[config.mk]
export PLATFORM = sky130hd
export DESIGN_NAME = dpcm_pixel_decompressor_10bit
export DESIGN_NICKNAME = d
export VERILOG_FILES = /design/src/verilog/dpcm_pkg.sv /design/src/verilog/dpcm_pixel_decompressor_10bit.sv /design/src/verilog/dpcm_class_decode.sv /design/src/verilog/dpcm_diff_apply.sv
export VERILOG_INCLUDE_DIRS = /design/src /design/src/verilog
export SDC_FILE = /design/constraint.sdc
export NUM_CORES = 1
export LEC_CHECK = 0
export BUFFER_PORTS_ARGS = -buffer_cell sky130_fd_sc_hd__buf_4
export CORE_MARGIN = 2
export CORE_UTILIZATION = 35
export CTS_BUF_LIST = sky130_fd_sc_hd__clkbuf_16
export CTS_CLUSTER_SIZE = 40
export DETAILED_ROUTE_END_ITERATION = 7
export PLACE_DENSITY = 0.59
export RECOVER_POWER = 50
export SLEW_MARGIN = 5
export SYNTH_ARGS = -nofsm -noshare
export SYNTH_HDL_FRONTEND = slang
export SYNTH_SLANG_ARGS = --single-unit
[constraint.sdc]
create_clock -name clk -period 6.86 [get_ports clk]
set_clock_uncertainty 0.2 [all_clocks]
set_input_delay 0.686 -clock clk [delete_from_list [all_inputs] [get_ports clk]]
set_output_delay 0.686 -clock clk [all_outputs]
set_load 0.01 [all_outputs]
[src/verilog/dpcm_cfg.svh]
// Constants of the 10-bit pixel decompressor.
// Functional notes
// Unpredicted samples bypass class decoding.
// Unpredicted output: code x4+2, x8+4 or x16+8.
// 10-8-10 order: DPCM1, DPCM2, DPCM3, else PCM.
// 10-8-10 DPCM1: sign 0x20, low five bits, unclamped.
// 10-8-10 DPCM2: sign 0x10, 2x low four bits +32, unclamped.
// 10-8-10 DPCM3: 4x low four bits +65, saturated.
// 10-8-10 PCM: 8x low seven bits, +3 above prediction, else +4.
// 10-7-10 order: DPCM1 to DPCM4, else PCM.
// 10-7-10 DPCM1: sign 0x8, low three bits, unclamped.
// 10-7-10 DPCM2: sign 0x4, 2x low two bits +8, unclamped.
// 10-7-10 DPCM3: 4x low two bits +17, saturated.
// 10-7-10 DPCM4: sign 0x10, 8x low four bits +35, saturated.
// 10-7-10 PCM: 16x low six bits, +7 above prediction, else +8.
// 10-6-10 order: DPCM1 to DPCM5, else PCM.
// 10-6-10 DPCM1: prediction unchanged.
// 10-6-10 DPCM2: prediction minus one if signed, else plus one.
// 10-6-10 DPCM3: sign 0x2, 4x lowest bit +4, saturated.
// 10-6-10 DPCM4: sign 0x4, 8x low two bits +14, saturated.
// 10-6-10 DPCM5: sign 0x8, 16x low three bits +50, saturated.
// 10-6-10 PCM: 32x low five bits, +15 above prediction, else +16.
// Prediction and flag come with each code; one result per valid sample.
// Controller fixes one scheme before a line and holds it.
`ifndef DPCM_CFG_SVH
`define DPCM_CFG_SVH

// -----------------------------------------------------------------------------
// General widths, limits and mode selection codes
// -----------------------------------------------------------------------------
`define PIX_MAX       10'h3FF
`define NO_SHIFT      3'h0
`define NO_OFS        10'h000
`define MODE_SEL_8    2'h0
`define MODE_SEL_7    2'h1
`define MODE_SEL_6    2'h2
`define CODE_MASK_8   8'hFF
`define CODE_MASK_7   8'h7F
`define CODE_MASK_6   8'h3F

// -----------------------------------------------------------------------------
// Unpredicted sample reconstruction
// -----------------------------------------------------------------------------
`define RAW_SH_8      3'h2
`define RAW_OFS_8     10'h002
`define RAW_SH_7      3'h3
`define RAW_OFS_7     10'h004
`define RAW_SH_6      3'h4
`define RAW_OFS_6     10'h008

// -----------------------------------------------------------------------------
// 10-8-10 scheme
// -----------------------------------------------------------------------------
`define M8_D1_MASK    8'hC0
`define M8_D1_VAL     8'h00
`define M8_D23_MASK   8'hE0
`define M8_D2_VAL     8'h40
`define M8_D3_VAL     8'h60
`define M8_D1_SIGN    8'h20
`define M8_D1_FIELD   8'h1F
`define M8_D23_SIGN   8'h10
`define M8_D23_FIELD  8'h0F
`define M8_D2_SH      3'h1
`define M8_D2_OFS     10'h020
`define M8_D3_SH      3'h2
`define M8_D3_OFS     10'h041
`define M8_PCM_FIELD  8'h7F
`define M8_PCM_SH     3'h3
`define M8_PCM_LO     10'h003
`define M8_PCM_HI     10'h004

// -----------------------------------------------------------------------------
// 10-7-10 scheme
// -----------------------------------------------------------------------------
`define M7_D1_MASK    8'h70
`define M7_D1_VAL     8'h00
`define M7_D23_MASK   8'h78
`define M7_D2_VAL     8'h10
`define M7_D3_VAL     8'h18
`define M7_D4_MASK    8'h60
`define M7_D4_VAL     8'h20
`define M7_D1_SIGN    8'h08
`define M7_D1_FIELD   8'h07
`define M7_D23_SIGN   8'h04
`define M7_D23_FIELD  8'h03
`define M7_D2_SH      3'h1
`define M7_D2_OFS     10'h008
`define M7_D3_SH      3'h2
`define M7_D3_OFS     10'h011
`define M7_D4_SIGN    8'h10
`define M7_D4_FIELD   8'h0F
`define M7_D4_SH      3'h3
`define M7_D4_OFS     10'h023
`define M7_PCM_FIELD  8'h3F
`define M7_PCM_SH     3'h4
`define M7_PCM_LO     10'h007
`define M7_PCM_HI     10'h008

// -----------------------------------------------------------------------------
// 10-6-10 scheme
// -----------------------------------------------------------------------------
`define M6_D12_MASK   8'h3E
`define M6_D1_VAL     8'h00
`define M6_D2_VAL     8'h02
`define M6_D3_MASK    8'h3C
`define M6_D3_VAL     8'h04
`define M6_D4_MASK    8'h38
`define M6_D4_VAL     8'h08
`define M6_D5_MASK    8'h30
`define M6_D5_VAL     8'h10
`define M6_D2_SIGN    8'h01
`define M6_D2_OFS     10'h001
`define M6_D3_SIGN    8'h02
`define M6_D3_FIELD   8'h01
`define M6_D3_SH      3'h2
`define M6_D3_OFS     10'h004
`define M6_D4_SIGN    8'h04
`define M6_D4_FIELD   8'h03
`define M6_D4_SH      3'h3
`define M6_D4_OFS     10'h00E
`define M6_D5_SIGN    8'h08
`define M6_D5_FIELD   8'h07
`define M6_D5_SH      3'h4
`define M6_D5_OFS     10'h032
`define M6_PCM_FIELD  8'h1F
`define M6_PCM_SH     3'h5
`define M6_PCM_LO     10'h00F
`define M6_PCM_HI     10'h010

`endif

[src/verilog/dpcm_pkg.sv]
// Types and shared arithmetic of the 10-bit pixel decompressor.
package dpcm_pkg;

   // -----------------------------------------------------------------------------
   // Enumerations
   // -----------------------------------------------------------------------------
   typedef enum logic [1:0] {MODE_10_8_10, MODE_10_7_10, MODE_10_6_10} mode_t;
   typedef enum logic [2:0] {CLS_DPCM1, CLS_DPCM2, CLS_DPCM3, CLS_DPCM4, CLS_DPCM5, CLS_PCM, CLS_RAW} class_t;
   typedef enum logic {LINE_IDLE, LINE_ACTIVE} line_state_t;

   // -----------------------------------------------------------------------------
   // Carriers
   // -----------------------------------------------------------------------------
   typedef struct packed {
      logic [7:0] code;
      logic [9:0] pred;
      logic       no_pred;
   } sample_t;

   typedef struct packed {
      logic [9:0] value;
      class_t     cls;
      logic       saturated;
   } pixel_t;

   typedef struct packed {
      class_t     cls;
      logic       sign;
      logic [9:0] mag;
      logic       sat_en;
      logic [9:0] pcm_base;
      logic [9:0] pcm_lo;
      logic [9:0] pcm_hi;
   } decode_t;

   // Masks a field, shifts it up and adds an offset, all at pixel width.
   function automatic logic [9:0] scaled(input logic [7:0] code, input logic [7:0] field,
                                         input logic [2:0] sh, input logic [9:0] ofs);
      logic [9:0] wide;
      wide = {2'h0, code & field} << sh;
      return wide + ofs;
   endfunction

endpackage

[src/verilog/dpcm_pixel_decompressor_10bit.sv]
// Top of the 10-bit pixel decompressor.
`timescale 1ns/1ps
`include "dpcm_cfg.svh"
module dpcm_pixel_decompressor_10bit #(
   parameter int LINE_CNT_W = 16
) (
   // Clock and reset
   input  wire logic                  clk,
   input  wire logic                  reset,
   // Compressed sample stream
   input  wire logic                  in_valid,
   input  dpcm_pkg::sample_t          in_sample,
   // Line control
   input  wire logic                  line_start,
   input  wire logic                  line_end,
   input  wire logic [1:0]            mode_sel,
   // Decoded pixel stream
   output logic                       out_valid,
   output dpcm_pkg::pixel_t           out_pixel,
   // Status
   output logic                       line_active,
   output logic                       mode_error,
   output logic [LINE_CNT_W-1:0]      sample_count
);

   // -----------------------------------------------------------------------------
   // Internal signals
   // -----------------------------------------------------------------------------
   dpcm_pkg::line_state_t state;
   dpcm_pkg::mode_t       mode;
   dpcm_pkg::mode_t       next_mode;
   dpcm_pkg::decode_t     dec;
   dpcm_pkg::pixel_t      next_pixel;
   logic                  sel_legal;
   logic                  sel_differs;
   logic [7:0]            code_m;
   logic [9:0]            raw_value;
   logic [9:0]            diff_value;
   logic                  diff_sat;

   // -----------------------------------------------------------------------------
   // Helper functions
   // -----------------------------------------------------------------------------

   // Maps a selection code onto a scheme; illegal codes fall back to 10-8-10.
   function automatic dpcm_pkg::mode_t sel_to_mode(input logic [1:0] sel);
      case (sel)
         `MODE_SEL_7: return dpcm_pkg::MODE_10_7_10;
         `MODE_SEL_6: return dpcm_pkg::MODE_10_6_10;
         default:     return dpcm_pkg::MODE_10_8_10;
      endcase
   endfunction

   // Returns the selection code that stands for a scheme.
   function automatic logic [1:0] mode_to_sel(input dpcm_pkg::mode_t m);
      case (m)
         dpcm_pkg::MODE_10_7_10: return `MODE_SEL_7;
         dpcm_pkg::MODE_10_6_10: return `MODE_SEL_6;
         default:                return `MODE_SEL_8;
      endcase
   endfunction

   // -----------------------------------------------------------------------------
   // Scheme selection checks
   // -----------------------------------------------------------------------------

   // A selection is legal only for the three defined codes.
   always_comb begin
      sel_legal   = (mode_sel == `MODE_SEL_8) || (mode_sel == `MODE_SEL_7) || (mode_sel == `MODE_SEL_6);
      sel_differs = mode_sel != mode_to_sel(mode);
      next_mode   = sel_legal ? sel_to_mode(mode_sel) : mode;
   end

   // -----------------------------------------------------------------------------
   // Line state machine
   // -----------------------------------------------------------------------------

   // Tracks whether a line is open; a new start always reopens a line.
   always_ff @(posedge clk) begin
      if (reset) begin
         state <= dpcm_pkg::LINE_IDLE;
      end else begin
         case (state)
            dpcm_pkg::LINE_IDLE: begin
               if (line_start) begin
                  state <= dpcm_pkg::LINE_ACTIVE;
               end
            end
            dpcm_pkg::LINE_ACTIVE: begin
               if (line_end && !line_start) begin
                  state <= dpcm_pkg::LINE_IDLE;
               end
            end
            default: begin
               state <= dpcm_pkg::LINE_IDLE;
            end
         endcase
      end
   end

   // Mirrors the line state on a dedicated output flop.
   always_ff @(posedge clk) begin
      if (reset) begin
         line_active <= 1'b0;
      end else if (line_start) begin
         line_active <= 1'b1;
      end else if (line_end) begin
         line_active <= 1'b0;
      end
   end

   // -----------------------------------------------------------------------------
   // Scheme latch and selection error
   // -----------------------------------------------------------------------------

   // scheme held per line.
   always_ff @(posedge clk) begin
      if (reset) begin
         mode <= dpcm_pkg::MODE_10_8_10;
      end else if (line_start) begin
         mode <= next_mode;
      end
   end

   // Sticky error for a bad or shifting selection; a line start decides afresh.
   always_ff @(posedge clk) begin
      if (reset) begin
         mode_error <= 1'b0;
      end else if (line_start) begin
         mode_error <= !sel_legal;
      end else if (state == dpcm_pkg::LINE_ACTIVE && sel_differs) begin
         mode_error <= 1'b1;
      end
   end

   // -----------------------------------------------------------------------------
   // Samples per line
   // -----------------------------------------------------------------------------

   // Samples since the last line start, one taken with it included.
   always_ff @(posedge clk) begin
      if (reset) begin
         sample_count <= '0;
      end else if (line_start) begin
         sample_count <= in_valid ? LINE_CNT_W'(1) : '0;
      end else if (in_valid) begin
         sample_count <= sample_count + LINE_CNT_W'(1);
      end
   end

   // -----------------------------------------------------------------------------
   // Code reconstruction
   // -----------------------------------------------------------------------------

   // Keeps only the code bits that the current scheme transmits.
   always_comb begin
      case (mode)
         dpcm_pkg::MODE_10_7_10: code_m = in_sample.code & `CODE_MASK_7;
         dpcm_pkg::MODE_10_6_10: code_m = in_sample.code & `CODE_MASK_6;
         default:                code_m = in_sample.code & `CODE_MASK_8;
      endcase
   end

   // unpredicted mid-step reconstruction.
   always_comb begin
      case (mode)
         dpcm_pkg::MODE_10_7_10: raw_value = dpcm_pkg::scaled(code_m, `CODE_MASK_7, `RAW_SH_7, `RAW_OFS_7);
         dpcm_pkg::MODE_10_6_10: raw_value = dpcm_pkg::scaled(code_m, `CODE_MASK_6, `RAW_SH_6, `RAW_OFS_6);
         default:                raw_value = dpcm_pkg::scaled(code_m, `CODE_MASK_8, `RAW_SH_8, `RAW_OFS_8);
      endcase
   end

   // Class decoding of predicted codes.
   dpcm_class_decode u_class_decode (
      .mode (mode),
      .code (code_m),
      .dec  (dec)
   );

   // Difference and absolute application against the prediction.
   dpcm_diff_apply u_diff_apply (
      .pred      (in_sample.pred),
      .dec       (dec),
      .value     (diff_value),
      .saturated (diff_sat)
   );

   // formula chosen by prediction flag.
   always_comb begin
      if (in_sample.no_pred) begin
         next_pixel.value     = raw_value;
         next_pixel.cls       = dpcm_pkg::CLS_RAW;
         next_pixel.saturated = 1'b0;
      end else begin
         next_pixel.value     = diff_value;
         next_pixel.cls       = dec.cls;
         next_pixel.saturated = diff_sat;
      end
   end

   // -----------------------------------------------------------------------------
   // Output registers
   // -----------------------------------------------------------------------------

   // one result per sample.
   always_ff @(posedge clk) begin
      if (reset) begin
         out_valid <= 1'b0;
      end else begin
         out_valid <= in_valid;
      end
   end

   // Pixel holds its last value between samples.
   always_ff @(posedge clk) begin
      if (reset) begin
         out_pixel <= '0;
      end else if (in_valid) begin
         out_pixel <= next_pixel;
      end
   end

endmodule

[src/verilog/dpcm_class_decode.sv]
// Class selection and field extraction of a predicted compressed code.
`timescale 1ns/1ps
`include "dpcm_cfg.svh"
module dpcm_class_decode (
   // Selected scheme and masked code
   input  dpcm_pkg::mode_t   mode,
   input  wire logic [7:0]   code,
   // Decoded class and fields
   output dpcm_pkg::decode_t dec
);

   // True when the masked code bits equal the class prefix.
   function automatic logic hit(input logic [7:0] c, input logic [7:0] mask, input logic [7:0] val);
      return (c & mask) == val;
   endfunction

   // Class priority chains for the three schemes; PCM is the fall-through.
   always_comb begin
      dec        = '0;
      dec.cls    = dpcm_pkg::CLS_PCM;
      dec.pcm_lo = `M8_PCM_LO;
      dec.pcm_hi = `M8_PCM_HI;
      case (mode)
         // 10-8-10 chain.
         dpcm_pkg::MODE_10_8_10: begin
            dec.pcm_base = dpcm_pkg::scaled(code, `M8_PCM_FIELD, `M8_PCM_SH, `NO_OFS);
            if (hit(code, `M8_D1_MASK, `M8_D1_VAL)) begin
               // small difference.
               dec.cls  = dpcm_pkg::CLS_DPCM1;
               dec.sign = |(code & `M8_D1_SIGN);
               dec.mag  = dpcm_pkg::scaled(code, `M8_D1_FIELD, `NO_SHIFT, `NO_OFS);
            end else if (hit(code, `M8_D23_MASK, `M8_D2_VAL)) begin
               // medium difference.
               dec.cls  = dpcm_pkg::CLS_DPCM2;
               dec.sign = |(code & `M8_D23_SIGN);
               dec.mag  = dpcm_pkg::scaled(code, `M8_D23_FIELD, `M8_D2_SH, `M8_D2_OFS);
            end else if (hit(code, `M8_D23_MASK, `M8_D3_VAL)) begin
               // large difference, saturated.
               dec.cls    = dpcm_pkg::CLS_DPCM3;
               dec.sign   = |(code & `M8_D23_SIGN);
               dec.mag    = dpcm_pkg::scaled(code, `M8_D23_FIELD, `M8_D3_SH, `M8_D3_OFS);
               dec.sat_en = 1'b1;
            end
         end
         // 10-7-10 chain.
         dpcm_pkg::MODE_10_7_10: begin
            dec.pcm_base = dpcm_pkg::scaled(code, `M7_PCM_FIELD, `M7_PCM_SH, `NO_OFS);
            dec.pcm_lo   = `M7_PCM_LO;
            dec.pcm_hi   = `M7_PCM_HI;
            if (hit(code, `M7_D1_MASK, `M7_D1_VAL)) begin
               // small difference.
               dec.cls  = dpcm_pkg::CLS_DPCM1;
               dec.sign = |(code & `M7_D1_SIGN);
               dec.mag  = dpcm_pkg::scaled(code, `M7_D1_FIELD, `NO_SHIFT, `NO_OFS);
            end else if (hit(code, `M7_D23_MASK, `M7_D2_VAL)) begin
               // medium difference.
               dec.cls  = dpcm_pkg::CLS_DPCM2;
               dec.sign = |(code & `M7_D23_SIGN);
               dec.mag  = dpcm_pkg::scaled(code, `M7_D23_FIELD, `M7_D2_SH, `M7_D2_OFS);
            end else if (hit(code, `M7_D23_MASK, `M7_D3_VAL)) begin
               // saturated difference.
               dec.cls    = dpcm_pkg::CLS_DPCM3;
               dec.sign   = |(code & `M7_D23_SIGN);
               dec.mag    = dpcm_pkg::scaled(code, `M7_D23_FIELD, `M7_D3_SH, `M7_D3_OFS);
               dec.sat_en = 1'b1;
            end else if (hit(code, `M7_D4_MASK, `M7_D4_VAL)) begin
               // largest difference, saturated.
               dec.cls    = dpcm_pkg::CLS_DPCM4;
               dec.sign   = |(code & `M7_D4_SIGN);
               dec.mag    = dpcm_pkg::scaled(code, `M7_D4_FIELD, `M7_D4_SH, `M7_D4_OFS);
               dec.sat_en = 1'b1;
            end
         end
         // 10-6-10 chain.
         dpcm_pkg::MODE_10_6_10: begin
            dec.pcm_base = dpcm_pkg::scaled(code, `M6_PCM_FIELD, `M6_PCM_SH, `NO_OFS);
            dec.pcm_lo   = `M6_PCM_LO;
            dec.pcm_hi   = `M6_PCM_HI;
            if (hit(code, `M6_D12_MASK, `M6_D1_VAL)) begin
               // zero difference, sign ignored.
               dec.cls = dpcm_pkg::CLS_DPCM1;
            end else if (hit(code, `M6_D12_MASK, `M6_D2_VAL)) begin
               // unit step.
               dec.cls  = dpcm_pkg::CLS_DPCM2;
               dec.sign = |(code & `M6_D2_SIGN);
               dec.mag  = `M6_D2_OFS;
            end else if (hit(code, `M6_D3_MASK, `M6_D3_VAL)) begin
               // saturated difference.
               dec.cls    = dpcm_pkg::CLS_DPCM3;
               dec.sign   = |(code & `M6_D3_SIGN);
               dec.mag    = dpcm_pkg::scaled(code, `M6_D3_FIELD, `M6_D3_SH, `M6_D3_OFS);
               dec.sat_en = 1'b1;
            end else if (hit(code, `M6_D4_MASK, `M6_D4_VAL)) begin
               // saturated difference.
               dec.cls    = dpcm_pkg::CLS_DPCM4;
               dec.sign   = |(code & `M6_D4_SIGN);
               dec.mag    = dpcm_pkg::scaled(code, `M6_D4_FIELD, `M6_D4_SH, `M6_D4_OFS);
               dec.sat_en = 1'b1;
            end else if (hit(code, `M6_D5_MASK, `M6_D5_VAL)) begin
               // largest difference, saturated.
               dec.cls    = dpcm_pkg::CLS_DPCM5;
               dec.sign   = |(code & `M6_D5_SIGN);
               dec.mag    = dpcm_pkg::scaled(code, `M6_D5_FIELD, `M6_D5_SH, `M6_D5_OFS);
               dec.sat_en = 1'b1;
            end
         end
         default: dec.cls = dpcm_pkg::CLS_PCM;
      endcase
   end

endmodule

[src/verilog/dpcm_diff_apply.sv]
// Applies a decoded difference or absolute code to the prediction.
`timescale 1ns/1ps
`include "dpcm_cfg.svh"
module dpcm_diff_apply (
   // Prediction and decoded fields
   input  wire logic [9:0]   pred,
   input  dpcm_pkg::decode_t dec,
   // Reconstructed value
   output logic [9:0]        value,
   output logic              saturated
);

   logic [11:0] plus;
   logic [11:0] minus;
   logic        under;
   logic        over;

   // Twelve-bit sums keep borrow and carry visible for clamping.
   always_comb begin
      plus  = {2'h0, pred} + {2'h0, dec.mag};
      minus = {2'h0, pred} - {2'h0, dec.mag};
      under = dec.mag > pred;
      over  = plus > {2'h0, `PIX_MAX};
   end

   // Result selection; unclamped classes keep the low ten bits.
   always_comb begin
      value     = pred;
      saturated = 1'b0;
      if (dec.cls == dpcm_pkg::CLS_PCM) begin
         // absolute code rounding.
         value = (dec.pcm_base > pred) ? dec.pcm_base + dec.pcm_lo : dec.pcm_base + dec.pcm_hi;
      end else if (dec.sign) begin
         // clamp at zero.
         value     = (dec.sat_en && under) ? '0 : minus[9:0];
         saturated = dec.sat_en && under;
      end else begin
         // clamp at full scale.
         value     = (dec.sat_en && over) ? `PIX_MAX : plus[9:0];
         saturated = dec.sat_en && over;
      end
   end

endmodule

# Word level (Yosys, flattened, before mapping)
# Cells that the tools add are included.
# Widths: inputs -> output; s select.
# classes
add_sub_neg	16
order_cmp	3
eq_ne	15
muxes	43
n_bitwise	1
reduce_logical	17
# ops
operator	n
$mux 14	6
$mux 15	5
$pmux 22 s3	1
$mux 10	5
$mux 16	2
$pmux 14 s2	1
$logic_not 8->1	3
$gt 10x10->1	2
$pmux 10 s2	1
$add 16x1->16 const B	1
$add 7x6->8 const B	2
$pmux 8 s2	1
$mux 1	14
$mux 13	1
$gt 12x10->1 const B	1
$mux 12	1
$add 10x10->11	1
$add 10x10->10	1
$add 10x2->10 const B	1
$add 10x3->10 const B	1
$add 10x4->10	1
$add 10x4->10 const B	1
$sub 10x10->10	1
$pmux 3 s3	1
other kinds (25)	40
# totals
ff_bits	36
inputBits	26
output_inout_bits	33
elab_cells	104

# Longest topological paths before layout
# Gate-level depths: netlist (run 1).
# logic_depth
ltp_word	16
depth_mapped	19
mapped_depth_nobuf	18

# Hierarchy
# Synthesis (run 1) repeated with hierarchy kept, for this count alone.
# hier_totals
hier_cells	627
area_unflattened_um2	4693.3
# by_module_without_submodules
module	instances	cells_each	area_per_inst_um2	seq_area_each_um2
dpcm_diff_apply	1	262	1943.1	0.0
dpcm_pixel_decompressor_10bit	1	202	1691.6	720.7
dpcm_class_decode	1	163	1058.5	0.0

# Least setup slack after synthesis (run 1)
# No wires, ideal clock.
# synth_path
path_type	input-to-reg
startpoint	input in_sample[13] (netlist name)
endpoint	register out_pixel[8] (netlist name)
setup_time_ns	0.091
arrival_ns	3.969
required_time_ns	6.569
path_slack_ns	2.600
path_stages	14
path_buffers	2
cell_sequence	clkbuf_1 -> buf_2 -> a222oi_1 -> nor2_1 -> ha_1 -> nor4b_1 -> nand3_1 -> o22a_1 -> mux2_2 -> ha_1 -> fa_1 -> nor2_1 -> a311o_1 -> a311oi_1
# synth_between
elab_chain_cells	15
elab_cells_between_ends	40
classes_between	7 x add/sub; 3 x order compare; 3 x eq/ne; 24 x mux; 3 x reduce/logical
# synth_rtl
element	line	rtl
start: declaration	dpcm_pixel_decompressor_10bit.sv:12	input dpcm_pkg::sample_t in_sample,
$pmux 8 s2 (*)	dpcm_pixel_decompressor_10bit.sv:157	case (mode)
$add 7x6->8	dpcm_pkg.sv:41	return wide + ofs;
$mux 13	dpcm_class_decode.sv:99	end else if (hit(code, `M6_D5_MASK, `M6_D5_VAL)) begin
$mux 15	dpcm_class_decode.sv:93	end else if (hit(code, `M6_D4_MASK, `M6_D4_VAL)) begin
$mux 15	dpcm_class_decode.sv:87	end else if (hit(code, `M6_D3_MASK, `M6_D3_VAL)) begin
$mux 14	dpcm_class_decode.sv:82	end else if (hit(code, `M6_D12_MASK, `M6_D2_VAL)) begin
$mux 12	dpcm_class_decode.sv:79	if (hit(code, `M6_D12_MASK, `M6_D1_VAL)) begin
$pmux 22 s3	dpcm_class_decode.sv:23	case (mode)
$add 10x10->11	dpcm_diff_apply.sv:20	plus = {2'h0, pred} + {2'h0, dec.mag};
$gt 12x10->1	dpcm_diff_apply.sv:23	over = plus > {2'h0, `PIX_MAX};
$logic_and 1x1->1	dpcm_diff_apply.sv:39	value = (dec.sat_en && over) ? `PIX_MAX : plus[9:0];
$mux 10	dpcm_diff_apply.sv:39	
$mux 10	dpcm_diff_apply.sv:33	end else if (dec.sign) begin
$mux 10	dpcm_diff_apply.sv:30	if (dec.cls == dpcm_pkg::CLS_PCM) begin
$mux 14 (*)	dpcm_pixel_decompressor_10bit.sv:190	if (in_sample.no_pred) begin
end signal: assignment	dpcm_pixel_decompressor_10bit.sv:219	out_pixel <= next_pixel;
end: declaration	dpcm_pixel_decompressor_10bit.sv:19	output dpcm_pkg::pixel_t out_pixel,
# Mark *: on every way between the ends. The rest lies on a longest branch, timed or not.
# A chain may end at the register's enable or synchronous reset.

# Worst setup path after layout (run 1)
# layout_path
startpoint	register mode[0]
endpoint	register out_pixel[8] (netlist name)
# layout_between
elab_chain_cells	15
elab_cells_between_ends	42
classes_between	4 x add/sub; 3 x order compare; 8 x eq/ne; 22 x mux; 5 x reduce/logical
# layout_rtl
element	line	rtl
start: declaration	dpcm_pixel_decompressor_10bit.sv:30	dpcm_pkg::mode_t mode;
start signal: assignment	dpcm_pixel_decompressor_10bit.sv:119	mode <= dpcm_pkg::MODE_10_8_10;
start signal: assignment	dpcm_pixel_decompressor_10bit.sv:121	mode <= next_mode;
$eq 2x2->1 / $eq 2x1->1 (equally long branches)	dpcm_pixel_decompressor_10bit.sv:157, dpcm_pixel_decompressor_10bit.sv:166, dpcm_class_decode.sv:23	
$pmux 8 s2	dpcm_pixel_decompressor_10bit.sv:157	
$eq 2x1->1	dpcm_class_decode.sv:14	return (c & mask) == val;
$mux 15	dpcm_class_decode.sv:66	end else if (hit(code, `M7_D4_MASK, `M7_D4_VAL)) begin
$mux 15	dpcm_class_decode.sv:60	end else if (hit(code, `M7_D23_MASK, `M7_D3_VAL)) begin
$mux 14	dpcm_class_decode.sv:55	end else if (hit(code, `M7_D23_MASK, `M7_D2_VAL)) begin
$mux 14	dpcm_class_decode.sv:50	if (hit(code, `M7_D1_MASK, `M7_D1_VAL)) begin
$pmux 22 s3	dpcm_class_decode.sv:23	
$add 10x10->11	dpcm_diff_apply.sv:20	
$gt 12x10->1	dpcm_diff_apply.sv:23	
$logic_and 1x1->1	dpcm_diff_apply.sv:39	
$mux 10	dpcm_diff_apply.sv:39	
$mux 10	dpcm_diff_apply.sv:33	
$mux 10	dpcm_diff_apply.sv:30	
$mux 14 (*)	dpcm_pixel_decompressor_10bit.sv:190	
# Marked as above.

==> impl_results.md, run 1 <==
* Clk Latency, worst-skew pair at 280 ps
* Residual DRC at 0
* Synthesized netlist cell count at roughly 530
* Setup_tns at 0 ps
* Final wirelength at 11,500 um
* H-tree depth at 2
* Worst Setup Start Kind: register
* Share of the synthesized area in the top cell type at 18.5%
* Syn_nets at 594
* Worst min path class: reg2reg
* # fillers at 1,140
* Top post-synthesis cells by area: dfxtp_1 (18%), ha_1 (12%), nor2_1 (6.3%)
* I/O Buffers at 58
* FF-to-FF setup slack at 1720 ps
* GRT overflow at 0
* Slowest-stage cell, CP: ha_1
* Crit path top cell by count: a21oi_1
* Post-cts repair resize count at 0
* Syn avg cell area at about 7.4 um2
* Synth top cells by count: nor2_1 (65), a21oi_1 (40), nand2_1 (39)
* Final Cycle Share at 74.9%
* Crit end category: register
* Final Hold Viols at 0
* Vias in the first global route at 3,685
* # diodes at 0
* Largest net degree at the start of global routing at 26
* Flop pwr share at 29.9%
* Sequential cell area at 721 um2
* Max IR drop VDD at about 0.12 mV
* Initial antenna violation count at 0
* Crit Reg-Reg Endpoint: out_pixel[8]
* Number of flops mapped to enable cells by yosys at 0
* Hold Buf Count CTS at 0
* Critical path type: reg2reg
* WHS Path Cells at 2
* Routed met3 length at 670 um
* Row cnt at 38
* Unrepaired setup endpoints after global routing: no
* HPWL Detailed at 9140 um
* Length of routed wiring on met1 at 5440 um
* Rel. slew slack at 26.4%
* WL/cell at 16.3 um
* Area growth from synthesis to layout at 13.7%
* CTS tree: yes
* Switching power at roughly 0.29 mW
* Clock slew at reported path FFs at 60 ps
* Max cap viols at 0
* Clock Tree Root: clkbuf_16
* Yosys warnings at 0
* # nets final at 631
* Pwr per Cell Area at around 170 nW/um2
* Netlist cell types at 68
* Initial Util at 36.0%
* #FFs+latches synth at 36
* Yosys top cell by area: dfxtp_1
* Reg-to-reg startpoint: mode[0]
* Final ANT Viol Nets at 0
* Register area share after synthesis at 18.5%
* Top Layer Used: met4
* Fmax at between 0.15 and 0.2 GHz
* Final setup violation count at 0
* Worst Path Max Fanout at 23
* Critical path origin: mode[0]
* Die width at approximately 110 um
* Ports at 59
* DR WL met2 at 5230 um
* Via count at roughly 4,000
* Overall Global Routing Usage at 19.2%
* Critical Path AT at 5110 ps
* Critical Path, Cell by Cell: inv_1 -> ha_1 -> or2b_1 -> nand2_1 -> nand2_1 -> a21oi_1 -> a21oi_1 -> a21oi_1 -> inv_1 -> fa_1 -> nor2_1 -> o221ai_1 -> a211oi_2 -> nand3_4 -> a21o_1 -> a311o_1 -> a311oi_1
* First-pass DRT Iterations at 5
* CP max stage delay at 770 ps
* Top-count cell post-synth: nor2_1
* Top FF cell, synth: dfxtp_1
* Ys async rst share at 0%
* Status: finished, final reports clean
* Worst Tran Pin Value at between 1000 and 1500 ps
* First-pass GRT wire length at 18,400 um
* Layout cells sized above 1 at 9.72%
* Slew Viols, Final at 0
* Req. time, crit path at 6830 ps
* Clock network fraction of design power at between 20 and 30%
* Clk buf depth at 2
* Vias/cell at 5.70
* Comb pwr share at 41.9%
* Post-Place Cells at 698
* CP endpoint: out_pixel[8]
* Die height at roughly 110 um
* P_int at 0.478 mW
* Sinks on Clock Net at 36
* P_leak at 1.79 nW
* Die Area at ~12,000 um2
* Post-layout min period at 5140 ps
* Footprint of the multi-input gates at 2920 um2
* Drt initial violations at 440
* CORE AREA at between 10,000 and 15,000 um2
* Non-Filler Instances at 706
* FF-to-FF path depth at 17
* Final Total Pwr at between 0.7 and 0.8 mW
* Sw Share at 37.7%
* Cell area after synthesis at 3900 um2
* RePlAce Congestion at approximately 0.93
* CTS buffer count at 5
* # Post-CTS Setup Buffers at 0
[through the flow]
stage	setup WS [ps]	area, um2	util (%)	hold WS (ps)
floorplan	2600	3900	-	256
global placement	2020	4390	40.5	266
detailed placement	1790	4390	40.5	264
CTS	1750	4530	41.8	271
global route	1230	4440	40.9	296
finish	1720	4440	40.9	268
[state kept, by name (all words and copies together), names as in the netlist]
signal / flops
line_active: 1
state: 1
out_pixel: 14
mode_error: 1
mode: 2
out_valid: 1
sample_count: 16
[cell usage in the layout, fill, tap and decap left out, types with 3 or more instances in the layout]
cell,Yosys,final
a211oi_1,13,13
a21boi_0,4,4
a21o_1,8,8
a21oi_1,40,40
a22oi_1,8,8
a31oi_1,7,7
and2_1,5,5
buf_4,1,34
clkbuf_1,18,24
clkbuf_16,0,5
dfxtp_1,36,36
fa_1,3,3
ha_1,37,37
inv_1,35,36
mux2i_1,5,5
nand2_1,39,39
nand2b_1,6,6
nand3_1,22,22
nand3b_1,3,3
nand4_1,6,6
nor2_1,65,65
nor2b_1,13,13
nor3_1,5,5
o2111ai_1,4,4
o211ai_1,9,9
o21a_1,5,5
o21ai_0,22,22
o221ai_1,4,4
o22ai_1,4,4
o31ai_1,3,3
o32ai_1,4,4
or2_2,4,3
or3_1,6,6
xnor2_1,17,17
xor2_1,18,18
[cell type report]
cell class                      instances  area share [%]
Tap cell                              140            3.95
Multi-Input combinational cell        428            65.8
Clock inverter                          3           0.338
Inverter                               36            3.05
Sequential cell                        36            16.2
Timing Repair Buffer                   58            7.78
Clock buffer                            5            2.82
[critical path: cells and delay by family, from the launching register on]
kind	cells	cell delay [ps]
AO/OA/AOI/OAI	8	1910
adder cells (fa/ha/maj)	2	1230
AND/OR/NAND/NOR	5	980
flip-flops	1	410
buffers and inverters	2	280
[logic make-up (layout without fill, tap and decap cells)]
logic type,after synthesis,in the layout,synth area share [%]
adders and majority gates,40,40,13.4
DFF,36,36,18.5
buffers and inverters,64,102,6.70
xor gates and xnor gates,35,35,7.85
AOI/OAI and AO/OA,160,160,28.7
and+or+nand+nor,187,187,23.3
muxes,6,6,1.57
[layer usage]
metal  GRT usage (%)  vias to the layer above
met5               0                        -
met4            4.88                        0
met1            26.5                     1879
met2            31.3                      155
met3            3.08                       17
li1                -                     1976
[worst min path at each step]
| stage | startpoint | end | slack, ps |
|---|---|---|---|
| after global placement | out_pixel[0] | out_pixel[0] | 270 |
| after CTS | out_pixel[0] | out_pixel[0] | 270 |
| final | out_pixel[0] | out_pixel[0] | 270 |
| after global routing | out_pixel[0] | out_pixel[0] | 300 |
| after detailed placement | out_pixel[0] | out_pixel[0] | 260 |
| after floorplan | state | state | 260 |
[power by group through the flow]
stage,Combinational [mW],Sequential [mW],Clock [mW]
after floorplan,0.226,0.236,0
after global placement,0.324,0.233,0
after detailed placement,0.324,0.234,0
after CTS,0.326,0.229,0.219
after global routing,0.356,0.230,0.228
final,0.321,0.229,0.216
(Power assumes the default switching activity.)
==> run 2: changes to the inputs <==
==> constraint.sdc (replaced) <==
create_clock -name clk -period 5.2 [get_ports clk]
set_clock_uncertainty 0.2 [all_clocks]
set_input_delay 0.52 -clock clk [delete_from_list [all_inputs] [get_ports clk]]
set_output_delay 0.52 -clock clk [all_outputs]
set_load 0.01 [all_outputs]
==> impl_results.md, run 2 (same netlist as run 1, synthesis figures left out) <==
* Critical path type: reg2reg
* # diodes at 0 (unchanged)
* Crit end category: register
* I/O Buffers at 58 (unchanged)
* WHS Path Cells at 2 (unchanged)
* P_leak at 1.83 nW (+2.4%)
* Largest register FFs at 16 (unchanged)
* Hold Buf Count CTS at 0 (unchanged)
* Final wirelength at 11,800 um (+2.2%)
* Reg-to-reg startpoint: mode[1]
* Max IR drop VDD at 0.207 mV (+72%)
* H-tree depth at 2 (unchanged)
* Area growth from synthesis to layout at 15.0%
* Die height at 110 um (unchanged)
* Final Hold Viols at 0 (unchanged)
* Row cnt at 38 (unchanged)
* Most frequent cells in the layout: nor2_1 (65), buf_4 (42), a21oi_1 (40)
* Layout cells sized above 1 at 11.0% (+1.3 points)
* Status: finished, final reports clean
* Pwr per Cell Area at 224 nW/um2 (+30%)
* Final ANT Viol Nets at 0 (unchanged)
* CORE AREA at 10,800 um2 (unchanged)
* HPWL Detailed at 9230 um (+1.1%)
* Post-cts repair resize count at 0 (unchanged)
* First-pass GRT wire length at 18,600 um (+1.0%)
* Unrepaired setup endpoints after global routing: no
* RePlAce Congestion at 0.933 (+0.27%)
* Critical Path, Cell by Cell: inv_1 -> ha_1 -> buf_4 -> a22oi_1 -> a21boi_0 -> nor2_1 -> ha_1 -> nand4_1 -> nor2_1 -> o22a_1 -> mux2_2 -> ha_1 -> fa_1 -> nand2_1 -> nor3_1 -> xor2_1 -> a21oi_1 -> o32ai_1
* Initial Util at 36.0% (unchanged)
* Ports at 59 (unchanged)
* Largest registers: sample_count x16, out_pixel x14, mode x2
* Fmax at 0.213 GHz (+9.4%)
* Sinks on Clock Net at 36 (unchanged)
* Clk Latency, worst-skew pair at 270 ps (about the same)
* Critical path origin: mode[1]
* FF-to-FF path depth at 18 (+1)
* Setup_tns at 0 ps (unchanged)
* WHS at 274 ps (+5.20 ps)
* CTS buffer count at 5 (unchanged)
* Worst Tran Pin Value at 1040 ps (-66.0 ps)
* Hold Crit Start: out_pixel[0]
* Slew Viols, Final at 0 (unchanged)
* Rel. slew slack at 30.8% (+4.4 points)
* Initial antenna violation count at 0 (unchanged)
* First-pass DRT Iterations at 5 (unchanged)
* Residual DRC at 0 (unchanged)
* Max cap viols at 0 (unchanged)
* Crit path top cell by count: ha_1
* Req. time, crit path at 5100 ps (-1730 ps)
* CTS tree: yes
* # Post-CTS Setup Buffers at 0 (unchanged)
* Worst Path Max Fanout at 13 (-43%)
* Via count at 4,017 (-0.25%)
* Final Cycle Share at 90.3% (+15 points)
* Worst min path class: reg2reg
* Final setup violation count at 0 (unchanged)
* Post-Place Cells at 705 (+1.0%)
* Non-Filler Instances at 712 (+0.85%)
* CP max stage delay at 560 ps (-210 ps)
* # nets final at 638 (+1.1%)
* Largest register by flop count: sample_count
* Post-layout min period at 4700 ps (-442 ps)
* Drt initial violations at 259 (-41%)
* Overall Global Routing Usage at 19.4% (+0.16 points)
* Vias/cell at 5.64 (-1.1%)
* Most common cell after layout, fill and taps aside: nor2_1
* WL/cell at 16.5 um (+1.3%)
* GRT overflow at 0 (unchanged)
* Vias in the first global route at 3,682 (-0.081%)
* Largest net degree at the start of global routing at 26 (unchanged)
* Worst Setup Start Kind: register
* Die width at 110 um (unchanged)
* Critical Path AT at 4600 ps (-510 ps)
* Clock Tree Root: clkbuf_16
* Clock slew at reported path FFs at 60 ps (about the same)
* Clk buf depth at 2 (unchanged)
* Die Area at 12,000 um2 (unchanged)
* Slowest-stage cell, CP: a21boi_0
-- run 2: cell count changes in the layout (fill, tap and decap cells not counted) --
| cell | before | now |
|---|---|---|
| clkinv_1 | 2 | 1 |
| buf_4 | 34 | 42 |
| clkbuf_1 | 24 | 23 |
| clkinv_2 | 0 | 1 |
| clkinvlp_4 | 1 | 0 |
-- run 2: path summary, 6_finish.rpt --
path / slack [ps] / to
setup reg to reg: 500 / out_pixel[13]
setup / recovery: 500 / out_pixel[13]
hold / removal: 270 / out_pixel[0]
hold reg to reg: 270 / out_pixel[0]
-- run 2: routing by layer --
layer / track usage [%] / share of wire [%] / vias up
met5: 0 / 0 / -
met4: 5.88 / 2.0 / 0
met3: 1.84 / 6.0 / 18
met2: 31.7 / 45 / 147
met1: 26.9 / 47 / 1863
li1: - / - / 1989
-- run 2: area by class of cell --
cell class | count | area (um2)
repair buffers | 65 | 402
fillers | 1154 | 6350
multi-input cells | 428 | 2920
clock inverters | 2 | 8.76
clock buffers | 5 | 125
flip-flops and latches | 36 | 721
well taps | 140 | 175
inverters | 36 | 135
-- run 2: critical path, delay by kind of cell, from the launching register on --
family,cells,cell delay [ps]
flops,1,400
xor+xnor,1,170
compound gates,5,1340
simple gates,5,590
buf+inv,2,300
fa+ha+maj,4,1170
mux,1,370
-- run 2: metrics by stage --
stage / util (%) / power (mW) / worst slack [ps] / instance area, um2
2_1_floorplan: - / 0.610 / 1070 / 3900
3_3_place_gp: 41.0 / 0.740 / 643 / 4440
3_5_place_dp: 41.0 / 0.741 / 588 / 4440
4_1_cts: 42.2 / 1.02 / 555 / 4570
5_1_grt: 41.4 / 1.07 / 122 / 4490
6_report: 41.4 / 1.01 / 503 / 4490
-- run 2: power breakdown --
part | total, mW | leakage, nW | switching, mW | internal, mW
combinational | 0.429 | 1.47 | 0.260 | 0.169
sequential | 0.302 | 0.294 | 0.0103 | 0.291
clock | 0.276 | 0.0709 | 0.104 | 0.172
==> run 3: changes to the inputs <==
--- a/config.mk
+++ b/config.mk
@@ -9,11 +9,11 @@
 export BUFFER_PORTS_ARGS = -buffer_cell sky130_fd_sc_hd__buf_4
 export CORE_MARGIN = 2
 export CORE_UTILIZATION = 35
-export CTS_BUF_LIST = sky130_fd_sc_hd__clkbuf_16
 export CTS_CLUSTER_SIZE = 40
 export DETAILED_ROUTE_END_ITERATION = 7
 export PLACE_DENSITY = 0.59
 export RECOVER_POWER = 50
+export SKIP_LAST_GASP = 1
 export SLEW_MARGIN = 5
 export SYNTH_ARGS = -nofsm -noshare
 export SYNTH_HDL_FRONTEND = slang
==> impl_results.md, run 3 (same netlist as run 1, synthesis figures left out) <==
* GRT overflow at 0 (unchanged)
* Critical Path, Cell by Cell: inv_1 -> ha_1 -> buf_4 -> a22oi_1 -> a21boi_0 -> nor2_1 -> ha_1 -> nand4_1 -> nor2_1 -> o22a_1 -> mux2_2 -> ha_1 -> fa_1 -> nand2_1 -> nor3_1 -> xor2_1 -> a21oi_1 -> o32ai_1
* Crit path top cell by count: ha_1
* Clk buf depth at 2 (unchanged)
* Vias in the first global route at 3,678 (-0.11%)
* Switching power at 0.365 mW (-2.5%)
* Slew Viols, Final at 0 (unchanged)
* Final wirelength at 11,800 um (about the same)
* Cell family with most CP delay: compound AO/OA/AOI/OAI gates
* P_leak at 1.80 nW (-1.6%)
* Final Hold Viols at 0 (unchanged)
* Via count at 4,017 (unchanged)
* Initial antenna violation count at 0 (unchanged)
* Final setup violation count at 0 (unchanged)
* Row cnt at 38 (unchanged)
* Unrepaired setup endpoints after global routing: no
* Final Total Pwr at 0.915 mW (-9.0%)
* Clock Tree Root: clkbuf_8
* Footprint of the multi-input gates at 2920 um2 (unchanged)
* Post-layout min period at 4740 ps (+46.9 ps)
* CTS tree: yes
* Largest net degree at the start of global routing at 26 (unchanged)
* P_int at 0.550 mW (-13%)
* Die height at 110 um (unchanged)
* Largest register FFs at 16 (unchanged)
* I/O Buffers at 58 (unchanged)
* Most common cell after layout, fill and taps aside: nor2_1
* Rel. slew slack at 30.5% (-0.29 points)
* Sw Share at 39.9% (+2.7 points)
* Worst Setup Start Kind: register
* H-tree depth at 2 (unchanged)
* Post-layout util at 40.9% (-0.52 points)
* Req. time, crit path at 5120 ps (+20 ps)
* # diodes at 0 (unchanged)
* Largest register by flop count: sample_count
* Worst min path class: reg2reg
* Layout cells sized above 1 at 11.0% (unchanged)
* WL/cell at 16.6 um (about the same)
* Initial Util at 36.0% (unchanged)
* First-pass DRT Iterations at 5 (unchanged)
* CTS buffer count at 5 (unchanged)
* # nets final at 638 (unchanged)
* Sinks on Clock Net at 36 (unchanged)
* First-pass GRT wire length at 18,600 um (-0.22%)
* Worst Path Max Fanout at 13 (unchanged)
* Post-cts repair resize count at 0 (unchanged)
* Final ANT Viol Nets at 0 (unchanged)
* Most frequent cells in the layout: nor2_1 (65), buf_4 (42), a21oi_1 (40)
* Crit path buf inv count at 2 (unchanged)
* Critical path type: reg2reg
* Residual DRC at 0 (unchanged)
* Vias/cell at 5.64 (unchanged)
* Fmax at 0.211 GHz (-0.99%)
* # fillers at 1,154 (unchanged)
* Largest registers: sample_count x16, out_pixel x14, mode x2
* Sequential cell area at 721 um2 (unchanged)
* RePlAce Congestion at 0.933 (unchanged)
* Critical Path AT at 4660 ps (+60 ps)
* Clk Latency, worst-skew pair at 280 ps (about the same)
* # Post-CTS Setup Buffers at 0 (unchanged)
* Clock network fraction of design power at 20.2% (-7.2 points)
* Die Area at 12,000 um2 (unchanged)
* Clock slew at reported path FFs at 70 ps (about the same)
* Drt initial violations at 287 (+11%)
* Status: finished, final reports clean
* Hold Buf Count CTS at 0 (unchanged)
* Max IR drop VDD at 0.114 mV (-45%)
* Worst Tran Pin Value at 1040 ps (+4.28 ps)
* CORE AREA at 10,800 um2 (unchanged)
* Area growth from synthesis to layout at 13.5%
* Overall Global Routing Usage at 19.3% (-0.047 points)
* Crit end category: register
* Flop pwr share at 32.9% (+2.9 points)
* Pwr per Cell Area at 207 nW/um2 (-7.9%)
* HPWL Detailed at 9230 um (unchanged)
* Setup_tns at 0 ps (unchanged)
* Slowest-stage cell, CP: a21boi_0
* Final Cycle Share at 91.2% (+0.90 points)
* Ports at 59 (unchanged)
* Max cap viols at 0 (unchanged)
* CP max stage delay at 570 ps (about the same)
* Comb pwr share at 46.9% (+4.3 points)
* Die width at 110 um (unchanged)
==> run 3: layer usage <==
layer,track usage [%],wire length [um],part of all wire [%],vias up
met3,2.67,622,5.3,18
met4,4.97,232,2.0,0
met2,31.3,5280,45,133
met5,0,0,0,-
met1,27.0,5650,48,1875
li1,-,-,-,1991
==> run 3: worst reg2reg max path: cells and delay by family, from the launching register on <==
family                     cells  cell delay [ps]
adders and majority gates      4             1170
and+or+nand+nor                5              590
DFF                            1              400
xor gates and xnor gates       1              170
muxes                          1              370
AOI/OAI and AO/OA              5             1370
buffers and inverters          2              310
==> run 3: path summary, 6_finish.rpt <==
check | start | end | slack, ps | cells past startpoint
worst max register to register | mode[1] | out_pixel[13] | 460 | 18
worst min register to register | out_pixel[0] | out_pixel[0] | 280 | 2
worst max-delay path | mode[1] | out_pixel[13] | 460 | 18
worst min-delay path | out_pixel[0] | out_pixel[0] | 280 | 2
==> run 3: power groups by stage <==
stage	Combinational (mW)	Sequential (mW)	Clock [mW]
after floorplan	0.298	0.311	0
after global placement	0.432	0.307	0
after detailed placement	0.433	0.307	0
after CTS	0.436	0.301	0.189
after global routing	0.472	0.303	0.203
final	0.429	0.301	0.185
==> run 3: area by class of cell <==
class / count / share of cell area (%)
clock inverters: 1 / 0.113
clock buffers: 6 / 1.64
repair buffers: 65 / 9.07
flip-flops and latches: 36 / 16.3
well taps: 140 / 3.95
inverters: 36 / 3.05
multi-input cells: 428 / 65.9
==> run 3: stage by stage <==
stage	setup slack (ps)	cells	hold WS, ps	area [um2]
after floorplan	1070	528	256	3900
after global placement	643	705	263	4440
after detailed placement	588	705	268	4440
after CTS	555	712	276	4520
after global routing	119	712	298	4430
final	457	712	276	4430
